===== src/design/chan_ctrl_regs.vh =====
// register offsets, field positions, reset values and timing counts
`ifndef CHAN_CTRL_REGS_VH
`define CHAN_CTRL_REGS_VH
// ----------------------------------------
// offsets within one channel (channel 0 base)
// ----------------------------------------
`define OFS_SLAVE_WORD0 7'h02
`define OFS_SLAVE_WORD1 7'h04
`define OFS_SLAVE_WORD2 7'h06
`define OFS_SLAVE_WORD3 7'h08
`define OFS_PERIODIC_CTRL 7'h0a
`define OFS_CHANNEL_CTRL 7'h0b
`define OFS_CHANNEL_CLEAR 7'h0e
`define CHANNEL_CLEAR_CODE 8'hff
// ----------------------------------------
// field positions
// ----------------------------------------
`define BIT_MANUAL_BROADCAST 0
`define BIT_AUTO_BROADCAST 1
`define BIT_PERIODIC_ENABLE 2
`define BIT_SUPPLY_TEST 3
`define BIT_CHANNEL_EN 2
`define BIT_RX_FAULT 7
`define BIT_RX_NOT_EMPTY 5
`define BIT_RX_SUPPLY_LOW 4
`define BIT_PLL_UNLOCK 7
`define BIT_REF_CLK_RANGE 6
`define BIT_ANALOG_GND_OPEN 5
`define BIT_DIGITAL_GND_OPEN 4
`define BIT_OVERCURRENT 3
`define BIT_THERMAL 2
`define BIT_SUPPLY_LOW 0
`define STAT_WRITABLE_MASK 8'hfd
// ----------------------------------------
// reset values
// ----------------------------------------
`define RST_PERIODIC_CTRL 8'h00
`define RST_DELAY 8'h00
`define RST_CHANNEL_CTRL 8'h00
`define RST_DISC_COUNT 8'h00
`define RST_STATUS 8'h00
// ----------------------------------------
// timing
// ----------------------------------------
`define CLK_FREQ_MHZ 100
`define DELAY_STEP_NS 500
`define DELAY_STEP_CYC ((`DELAY_STEP_NS * `CLK_FREQ_MHZ) / 1000)
`define AUTO_PERIOD_US 500
`define AUTO_PERIOD_CYC (`AUTO_PERIOD_US * `CLK_FREQ_MHZ)
`define FRAME_BITS 32
`endif


===== src/design/chan_ctrl.v =====
// one channel's periodic-collection and channel control register group
// Notes on behaviour
// (RL1) each slave buffer holds a 20-bit word, top nibble is the source id
// (RL2) buffer fault bit 7 set on checksum, symbol or receiver mismatch error
// (RL3) buffer bit 5 set while fresh slave data waits
// (RL4) manual broadcast bit sends one broadcast read if enabled and auto off
// (RL5) auto broadcast bit sends a broadcast read every 500 us
// (RL6) writes to auto bit ignored while collection enable is 0
// (RL7) collection enable blocks command traffic and configuration changes
// (RL8) collection enable clears only through the channel clear register
// (RL9) writing 0xff to channel clear resets every channel register
// (RL10) broadcast delayed by delay field times 0.5 us from request
// (RL11) supply test bit forces monitor low so the supply-low flag sets
// (RL12) control bit 2 enables or disables channel when conditions hold
// (RL13) buffer check mode entered only when both check bits written together
// (RL14) buffer check write discards enable and discovery count of same frame
// (RL15) discovery count write sends that many pulses if conditions hold
// (RL16) status bit 7 set on pll unlock
// (RL17) status bit 6 set when reference clock out of range
// (RL18) status bit 5 analogue ground open, bit 4 digital ground open
// (RL19) status bit 3 set on sustained overcurrent shutdown
// (RL20) status bit 2 set on thermal shutdown
// (RL21) status bit 0 set on supply low, mirrored in every buffer
// (RL22) status flags stay set until host writes 0 to them
// (RL23) writing 1 leaves a flag; a persisting condition sets it again
`include "chan_ctrl_regs.vh"
module chan_ctrl #(
  parameter [6:0] CHAN_BASE = 7'h00,
  parameter AUTO_PERIOD_CYC = `AUTO_PERIOD_CYC
) (
  input wire i_clk,             // 100 MHz system clock
  input wire i_rst_n,           // async reset, active low
  input wire i_ce,              // clock enable, freezes state when low
  input wire i_sck,             // serial clock pin
  input wire i_cs_n,            // serial chip select pin, active low
  input wire i_mosi,            // serial data in pin
  output reg o_miso,            // serial data out
  output wire o_miso_oe,        // serial data out enable
  input wire i_rx_valid,        // received slave word strobe
  input wire [1:0] i_rx_slot,   // slave address of received word
  input wire [19:0] i_rx_data,  // received word
  input wire i_rx_fault,        // checksum, symbol or mismatch error
  input wire i_chan_cond,       // channel enable conditions met
  input wire i_disc_cond,       // discovery conditions met
  input wire i_pll_unlock,      // pll unlocked
  input wire i_ref_clk_bad,     // reference clock out of range
  input wire i_agnd_open,       // analogue ground open
  input wire i_dgnd_open,       // digital ground open
  input wire i_overcurrent,     // current limiter timed out
  input wire i_thermal,         // driver thermal limit
  input wire i_supply_low,      // bus supply monitor below threshold
  output reg o_broadcast_send,  // broadcast read command pulse
  output wire o_collect_mode,   // periodic collection mode active
  output wire o_chan_en,        // channel enable
  output wire o_monitor_force,  // supply monitor input forced low
  output reg o_bcm_enter,       // buffer check mode entry pulse
  output reg o_disc_start,      // discovery pulses start pulse
  output wire [2:0] o_disc_count // discovery pulse count
);
  // ----------------------------------------
  // reset and pin synchronisers
  // ----------------------------------------
  // reset released through two stages, asserted at once
  reg [1:0] rst_sync_reg;
  wire rst_n = rst_sync_reg[1];
  always @(posedge i_clk or negedge i_rst_n) begin
    if (!i_rst_n) begin
      rst_sync_reg <= 2'b00;
    end else begin
      rst_sync_reg <= {rst_sync_reg[0], 1'b1};
    end
  end

  reg [2:0] sck_reg;
  reg [2:0] cs_reg;
  reg [1:0] mosi_reg;
  reg [6:0] flt_meta_reg;
  // fault levels pass two stages like the serial pins
  reg [6:0] flt_reg;
  always @(posedge i_clk or negedge rst_n) begin
    if (!rst_n) begin
      sck_reg <= 3'b000;
      cs_reg <= 3'b111;
      mosi_reg <= 2'b00;
      flt_meta_reg <= 7'h00;
      flt_reg <= 7'h00;
    end else if (i_ce) begin
      sck_reg <= {sck_reg[1:0], i_sck};
      cs_reg <= {cs_reg[1:0], i_cs_n};
      mosi_reg <= {mosi_reg[0], i_mosi};
      flt_meta_reg <= {i_pll_unlock, i_ref_clk_bad, i_agnd_open, i_dgnd_open,
                       i_overcurrent, i_thermal, i_supply_low};
      flt_reg <= flt_meta_reg;
    end
  end
  wire sck_rise = sck_reg[1] & ~sck_reg[2];
  wire sck_fall = ~sck_reg[1] & sck_reg[2];
  wire cs_act = ~cs_reg[1];
  wire frame_end = cs_reg[1] & ~cs_reg[2];

  // ----------------------------------------
  // serial frame shifter
  // ----------------------------------------
  reg [5:0] bit_cnt_reg;
  reg [31:0] rx_sh_reg;
  reg [22:0] tx_sh_reg;
  reg overrun_reg;
  reg [23:0] rd_word;
  always @(posedge i_clk or negedge rst_n) begin
    if (!rst_n) begin
      bit_cnt_reg <= 6'd0;
      overrun_reg <= 1'b0;
      rx_sh_reg <= 32'h00000000;
      tx_sh_reg <= 23'h000000;
      o_miso <= 1'b0;
    end else if (i_ce) begin
      if (!cs_act) begin
        bit_cnt_reg <= 6'd0;
        overrun_reg <= 1'b0;
        o_miso <= 1'b0;
      end else begin
        if (sck_rise && bit_cnt_reg != 6'd32) begin
          rx_sh_reg <= {rx_sh_reg[30:0], mosi_reg[1]};
          bit_cnt_reg <= bit_cnt_reg + 6'd1;
        end
        if (sck_rise && bit_cnt_reg == 6'd32) begin
          overrun_reg <= 1'b1; // frames longer than 32 bits are dropped
        end
        if (sck_fall) begin
          if (bit_cnt_reg == 6'd8) begin
            {o_miso, tx_sh_reg} <= rd_word;
          end else begin
            {o_miso, tx_sh_reg} <= {tx_sh_reg, 1'b0};
          end
        end
      end
    end
  end
  // driver enabled for the whole selected frame
  assign o_miso_oe = cs_act;

  // address byte names the read target, full frame the write target
  wire [6:0] addr = (bit_cnt_reg == 6'd8) ? rx_sh_reg[6:0] : rx_sh_reg[30:24];
  wire [6:0] rel = addr - CHAN_BASE;
  wire frame_ok = frame_end & (bit_cnt_reg == 6'd32) & ~overrun_reg;
  wire wr_frame = frame_ok & rx_sh_reg[31];
  wire rd_frame = frame_ok & ~rx_sh_reg[31];
  wire [7:0] wb2 = rx_sh_reg[23:16];
  wire [7:0] wb3 = rx_sh_reg[15:8];
  wire [7:0] wb4 = rx_sh_reg[7:0];
  wire is_slot = (rel == `OFS_SLAVE_WORD0) | (rel == `OFS_SLAVE_WORD1) |
                 (rel == `OFS_SLAVE_WORD2) | (rel == `OFS_SLAVE_WORD3);
  wire [1:0] slot = rel[2:1] - 2'd1;
  wire wr_pctrl = wr_frame & (rel == `OFS_PERIODIC_CTRL);
  wire wr_cctrl = wr_frame & (rel == `OFS_CHANNEL_CTRL);
  wire chan_clear = wr_frame & (rel == `OFS_CHANNEL_CLEAR) &
                    (wb2 == `CHANNEL_CLEAR_CODE); // RL9

  // ----------------------------------------
  // receive buffers
  // ----------------------------------------
  reg [3:0] rne_reg;
  reg [3:0] loaded_reg;
  wire [20:0] mem_rdata;
  slave_word_mem #(
    .WIDTH(21),
    .DEPTH(4),
    .AW(2)
  ) u_mem (
    .i_clk(i_clk),
    .i_ce(i_ce),
    .i_we(i_rx_valid),
    .i_waddr(i_rx_slot),
    .i_wdata({i_rx_fault, i_rx_data}), // RL1 RL2
    .i_raddr(slot),
    .o_rdata(mem_rdata)
  );

  always @(posedge i_clk or negedge rst_n) begin
    if (!rst_n) begin
      rne_reg <= 4'h0;
      loaded_reg <= 4'h0;
    end else if (i_ce) begin
      if (chan_clear) begin
        rne_reg <= 4'h0;
        loaded_reg <= 4'h0;
      end else begin
        if (rd_frame && is_slot) begin
          rne_reg[slot] <= 1'b0;
        end
        if (i_rx_valid) begin
          rne_reg[i_rx_slot] <= 1'b1; // RL3
          loaded_reg[i_rx_slot] <= 1'b1;
        end
      end
    end
  end

  // ----------------------------------------
  // control registers
  // ----------------------------------------
  reg [7:0] pctrl_reg;
  reg [7:0] dly_reg;
  reg [7:0] cctrl_reg;
  reg [7:0] dpc_reg;
  reg [7:0] stat_reg;
  reg manual_req_reg;
  wire collect_en = pctrl_reg[`BIT_PERIODIC_ENABLE];
  wire auto_en = pctrl_reg[`BIT_AUTO_BROADCAST];
  wire bck_both = (wb2[1:0] == 2'b11);
  wire [7:0] flt_now = {flt_reg[6:1], 1'b0,
                        flt_reg[0] | cctrl_reg[`BIT_SUPPLY_TEST]}; // RL11
  wire [7:0] flt_in = {flt_now[7:2], 1'b0, flt_now[0]};

  always @(posedge i_clk or negedge rst_n) begin
    if (!rst_n) begin
      pctrl_reg <= `RST_PERIODIC_CTRL;
      dly_reg <= `RST_DELAY;
      cctrl_reg <= `RST_CHANNEL_CTRL;
      dpc_reg <= `RST_DISC_COUNT;
      stat_reg <= `RST_STATUS;
      manual_req_reg <= 1'b0;
      o_bcm_enter <= 1'b0;
      o_disc_start <= 1'b0;
    end else if (i_ce) begin
      manual_req_reg <= 1'b0;
      o_bcm_enter <= 1'b0;
      o_disc_start <= 1'b0;
      if (chan_clear) begin
        pctrl_reg <= `RST_PERIODIC_CTRL; // RL8 RL9
        dly_reg <= `RST_DELAY;
        cctrl_reg <= `RST_CHANNEL_CTRL;
        dpc_reg <= `RST_DISC_COUNT;
        stat_reg <= `RST_STATUS;
      end else begin
        if (wr_pctrl) begin
          if (wb2[`BIT_PERIODIC_ENABLE]) begin
            pctrl_reg[`BIT_PERIODIC_ENABLE] <= 1'b1; // RL7 RL8
          end
          if (collect_en) begin
            pctrl_reg[`BIT_AUTO_BROADCAST] <= wb2[`BIT_AUTO_BROADCAST]; // RL6
          end
          if (wb2[`BIT_MANUAL_BROADCAST] && collect_en && !auto_en) begin
            manual_req_reg <= 1'b1; // RL4
          end
          if (!collect_en) begin
            dly_reg <= wb3; // RL7
          end
        end
        if (wr_cctrl && !collect_en) begin // RL7
          cctrl_reg[`BIT_SUPPLY_TEST] <= wb2[`BIT_SUPPLY_TEST];
          if (bck_both) begin
            o_bcm_enter <= 1'b1; // RL13 RL14
          end else begin
            if (i_chan_cond) begin
              cctrl_reg[`BIT_CHANNEL_EN] <= wb2[`BIT_CHANNEL_EN]; // RL12
            end
            dpc_reg <= {5'h00, wb3[2:0]};
            if (i_disc_cond && wb3[2:0] != 3'd0) begin
              o_disc_start <= 1'b1; // RL15
            end
          end
        end
        // write 0 clears, write 1 keeps, a live fault wins over the clear
        // status clears stay accepted in collection mode
        if (wr_cctrl) begin
          stat_reg <= ((stat_reg & (wb4 | ~`STAT_WRITABLE_MASK)) | flt_in) &
                      `STAT_WRITABLE_MASK; // RL22 RL23
        end else begin
          stat_reg <= stat_reg | flt_in; // RL16 RL17 RL18 RL19 RL20 RL21
        end
      end
    end
  end
  assign o_collect_mode = collect_en;
  assign o_chan_en = cctrl_reg[`BIT_CHANNEL_EN];
  assign o_monitor_force = cctrl_reg[`BIT_SUPPLY_TEST];
  assign o_disc_count = dpc_reg[2:0];

  // ----------------------------------------
  // broadcast read timing
  // ----------------------------------------
  localparam [31:0] PERIOD_RELOAD = AUTO_PERIOD_CYC - 1;
  // period counter idles at zero so the first tick fires at once
  reg [16:0] period_cnt_reg;
  reg [15:0] dly_cnt_reg;
  reg dly_busy_reg;
  wire auto_tick = collect_en & auto_en & (period_cnt_reg == 17'd0);
  wire start_req = manual_req_reg | auto_tick;
  // a request arriving while a delay runs is dropped
  wire [31:0] dly_prod = dly_reg * `DELAY_STEP_CYC;
  wire [15:0] dly_load = dly_prod[15:0]; // RL10

  always @(posedge i_clk or negedge rst_n) begin
    if (!rst_n) begin
      period_cnt_reg <= 17'd0;
      dly_cnt_reg <= 16'd0;
      dly_busy_reg <= 1'b0;
      o_broadcast_send <= 1'b0;
    end else if (i_ce) begin
      o_broadcast_send <= 1'b0;
      if (!(collect_en && auto_en) || chan_clear) begin
        period_cnt_reg <= 17'd0;
      end else if (auto_tick) begin
        period_cnt_reg <= PERIOD_RELOAD[16:0]; // RL5
      end else begin
        period_cnt_reg <= period_cnt_reg - 17'd1;
      end
      if (chan_clear) begin
        dly_busy_reg <= 1'b0;
      end else if (start_req && !dly_busy_reg) begin
        if (dly_load == 16'd0) begin
          o_broadcast_send <= 1'b1;
        end else begin
          dly_cnt_reg <= dly_load - 16'd1;
          dly_busy_reg <= 1'b1;
        end
      end else if (dly_busy_reg) begin
        if (dly_cnt_reg == 16'd0) begin
          dly_busy_reg <= 1'b0;
          o_broadcast_send <= 1'b1; // RL10
        end else begin
          dly_cnt_reg <= dly_cnt_reg - 16'd1;
        end
      end
    end
  end

  // ----------------------------------------
  // read data mux
  // ----------------------------------------
  // slot data reads zero until its first word arrives
  always @* begin
    rd_word = 24'h000000;
    if (is_slot) begin
      rd_word[23] = loaded_reg[slot] & mem_rdata[20]; // RL2
      rd_word[21] = rne_reg[slot]; // RL3
      rd_word[20] = stat_reg[`BIT_SUPPLY_LOW]; // RL21
      rd_word[19:0] = loaded_reg[slot] ? mem_rdata[19:0] : 20'h00000;
    end else if (rel == `OFS_PERIODIC_CTRL) begin
      rd_word = {pctrl_reg & 8'h06, dly_reg, 8'h00};
    end else if (rel == `OFS_CHANNEL_CTRL) begin
      rd_word = {cctrl_reg & 8'h0c, dpc_reg, stat_reg};
    end
  end
endmodule


===== src/design/slave_word_mem.v =====
// small memory holding one received word per slave address
module slave_word_mem #(
  parameter WIDTH = 21,
  parameter DEPTH = 4,
  parameter AW = 2
) (
  input wire i_clk,              // system clock
  input wire i_ce,               // clock enable
  input wire i_we,               // write strobe
  input wire [AW-1:0] i_waddr,   // write address
  input wire [WIDTH-1:0] i_wdata, // write data
  input wire [AW-1:0] i_raddr,   // read address
  output reg [WIDTH-1:0] o_rdata // registered read data
);
  reg [WIDTH-1:0] mem [0:DEPTH-1];

  always @(posedge i_clk) begin
    if (i_ce) begin
      if (i_we) begin
        mem[i_waddr] <= i_wdata;
      end
      o_rdata <= mem[i_raddr];
    end
  end
endmodule


===== config.mk =====
export PLATFORM = sky130hd
export DESIGN_NAME = chan_ctrl
export DESIGN_NICKNAME = d
export VERILOG_FILES = /design/src/design/chan_ctrl.v /design/src/design/slave_word_mem.v
export VERILOG_INCLUDE_DIRS = /design/src /design/src/design
export SDC_FILE = /design/constraint.sdc
export NUM_CORES = 1
export LEC_CHECK = 0
export ABC_AREA = 1
export BUFFER_PORTS_ARGS = -buffer_cell sky130_fd_sc_hd__buf_4
export CORE_UTILIZATION = 33
export DETAILED_ROUTE_END_ITERATION = 16
export MAX_ROUTING_LAYER = met4
export PLACE_DENSITY = 0.56
export SLEW_MARGIN = 5
export SYNTH_ARGS = -nofsm -noshare
export SYNTH_HDL_FRONTEND = slang
export SYNTH_SLANG_ARGS = --single-unit
export TNS_END_PERCENT = 30

===== constraint.sdc =====
create_clock -name i_clk -period 10 [get_ports i_clk]
set_input_delay 2 -clock i_clk [delete_from_list [all_inputs] [get_ports i_clk]]
set_output_delay 2 -clock i_clk [all_outputs]
set_load 0.03 [all_outputs]

==> key figures <==
Floorplanning
  – Starting density of the core: 33.65%
  – Core area: 37760 um^2
  – Die area: 39290 um^2
  – Core Rows: 71
  – Die width: 198.2 um
  – Die Y: 198.2 um
  – Number of I/O pins: 50

Placement
  – Placer's final routability congestion estimate: 0.8490
  – HPWL after detailed placement: 20.86 mm
  – I/O Buffers: 49

Synth
  – Post-Syn Area per Cell: 8.903 um^2
  – Mapped cell area: 12700 um^2
  – Post-synth EDFFs: 105
  – Seq/Total Area, Yosys: 55.38%
  – YS warnings: 0
  – Post-synth ARST share: 59.62%
  – Synth top area cells: dfrtp_1 30%, edfxtp_1 25%, nand2_1 13%, o21ai_0 5.3%, ha_1 4.0%
  – Yosys top cell area share: 29.94%
  – Post-synth cell types: 45
  – Most common cell in the netlist: nand2_1
  – Post-synth top cells: 439 x nand2_1, 152 x dfrtp_1, 135 x o21ai_0, 119 x inv_1, 116 x nor2_1
  – Top cell type by total area after synthesis: dfrtp_1
  – Top_reg_cell synth: dfrtp_1
  – Synthesized instance count: 1427
  – Yosys reg bits: 260
  – Synthesized net count: 1510

Power and ir drop
  – Total power: 3407 uW
  – Leakage: 0.006706 uW
  – PwrDens: 233.4 nW/um^2
  – Peak supply drop: 0.1643 mV

STA
  – TNS Setup: 0 ns
  – Hold Slack: 0.3190 ns
  – Pins Over Slew Limit: 0
  – RSZ-0062 raised after global routing: false
  – Final setup violation count: 0
  – Slew Limit Headroom: 19.42%
  – Fin. Hold Viols: 0
  – Fin crit period: 4.673 ns
  – Fmax: 214.0 MHz
  – Slew @ Worst Pin: 1.207 ns
  – Clk_skew: 0.01510 ns
  – Fin crit share: 46.73%

Routing
  – DRC: 0
  – Initial DRC count: 476
  – DR vias/cell: 4.803
  – DR pass1 iterations: 7
  – WL/cell: 15.09 um
  – Vias: 9655
  – Antenna Nets Post-Route: 0
  – Post-detailed-routing wire length: 30.34 mm

Setup path
  – Reg2reg setup slack: 5.33 ns
  – Crit-path cells: inv_1 -> ha_1 -> nand3_4 -> nand2_1 -> nand2_2 -> buf_4 -> inv_2 -> ha_1 -> inv_1 -> nand3_2 -> nand2_1 -> nor2_4 -> nand2_1 -> nand3_1 -> nand2_1 -> nand2_1
  – Stages on worst setup path: 16
  – Req. time, crit path: 10.49 ns
  – Startpoint Class: flip-flop
  – Most common cell on crit path: nand2_1
  – Critical path endpoint category: flip-flop
  – Crit path buf inv count: 4
  – Setup CP Type: reg2reg
  – FF-to-FF path depth: 16
  – Crit path max fanout: 53
  – Crit-path slowest cell: ha_1
  – R2R Path Start: bit_cnt_reg[0]$_DFFE_PN0P_
  – Top delay family on crit path: buffers and inverters
  – CP peak stage delay: 0.92 ns
  – Critical Path AT: 5.16 ns
  – Worst r2r dst: tx_sh_reg[13]$_DFFE_PN0P_

Clock network
  – Cts bufs inserted: 31
  – Clock-pin slew of the registers on the worst-case setup and hold paths: 0.06 ns
  – H-tree depth: 1
  – Clock sinks: 260
  – Clock Tree Root: clkbuf_16
  – Post-CTS resize count: 0
  – CTS Hold Bufs: 0
  – Max Buffers Root-to-Sink: 3
  – Clock latency on the worst-skew pair: 0.56 ns
  – Number of post-CTS setup repair buffers: 0
  – CTS tree: done

GRT
  – First-pass GRT wire length: 49.65 mm
  – Total Routing Usage GR: 16.29%
  – Remaining global-route overflow: 0
  – Vias in the first global route: 9351
  – Initial antenna violation count: 0
  – Pin count of the biggest net entering global routing: 67

Final layout
  – Filler cell count: 3789
  – Total Nets Final: 1558
  – Share of cells above drive strength 1: 10.27%
  – Number of flip-flops in the largest register: 84
  – N_diodes: 0
  – Area Growth Syn to Fin: 14.89%

Status
  – Outcome: finished clean

Run
  – MaxCap Viol Count: 0

Min path
  – Hold crit path type: reg2async
stage by stage:
stage	instance area [um^2]	utilization, %	worst slack, ns	cells
5_1_grt	14600	38.66	4.901	2010
3_3_place_gp	13590	36.01	5.406	1953
3_5_place_dp	13590	36.01	5.307	1953
4_1_cts	14600	38.66	5.265	2010
2_1_floorplan	12700	-	5.367	1427
6_report	14600	38.66	5.327	2010
layout make-up:
type	instances	area, um^2	share of cell area, %
repair buffers	58	435.4	2.983
clock inverters	25	222.7	1.526
clock buffers	32	779.5	5.340
well taps	511	639.4	4.380
inverters	126	474.2	3.249
flip-flops and latches	260	7039	48.23
multi-input cells	998	5006	34.30
cell families after synthesis:
kind of cell	synth area share, %
AO/OA/AOI/OAI	9.218
XOR/XNOR	2.068
adder cells (fa/ha/maj)	4.511
buffers and inverters	5.318
flip-flops	55.38
other	0.02952
AND/OR/NAND/NOR	23.48
layout by cell type (no fill, tap or decap), types with 26 or more instances in the layout:
cell type	netlist	layout
clkbuf_16	0	31
o22ai_1	31	31
inv_1	119	119
a21oi_1	26	26
buf_4	0	58
nand2_1	439	439
o21ai_0	135	135
nand3_1	94	94
nor2_1	116	111
ha_1	41	41
edfxtp_1	105	105
dfrtp_1	152	151
where the power goes:
group          switching, uW  total [uW]  internal [uW]
Combinational            536         801            265
Clock                    465        1110            646
Sequential               145        1490           1350
metal layers:
metal	share of wire (%)	global-route usage, %
met1	48	22.46
met3	4.7	2.453
met4	1.7	3.589
met5	0	-
met2	45	25.26
worst max path at each step:
| stage | slack [ns] | from | end |
|---|---|---|---|
| after floorplan | 5.37 | rst_sync_reg[1]$_DFF_PN0_ | bit_cnt_reg[0]$_DFFE_PN0P_ |
| after global placement | 5.41 | bit_cnt_reg[0]$_DFFE_PN0P_ | tx_sh_reg[17]$_DFFE_PN0P_ |
| after detailed placement | 5.31 | bit_cnt_reg[0]$_DFFE_PN0P_ | tx_sh_reg[13]$_DFFE_PN0P_ |
| after CTS | 5.26 | bit_cnt_reg[0]$_DFFE_PN0P_ | tx_sh_reg[13]$_DFFE_PN0P_ |
| after global routing | 4.90 | bit_cnt_reg[0]$_DFFE_PN0P_ | tx_sh_reg[12]$_DFFE_PN0P_ |
| final | 5.33 | bit_cnt_reg[0]$_DFFE_PN0P_ | tx_sh_reg[13]$_DFFE_PN0P_ |
No activity file was read; power rests on OpenSTA's default activity.
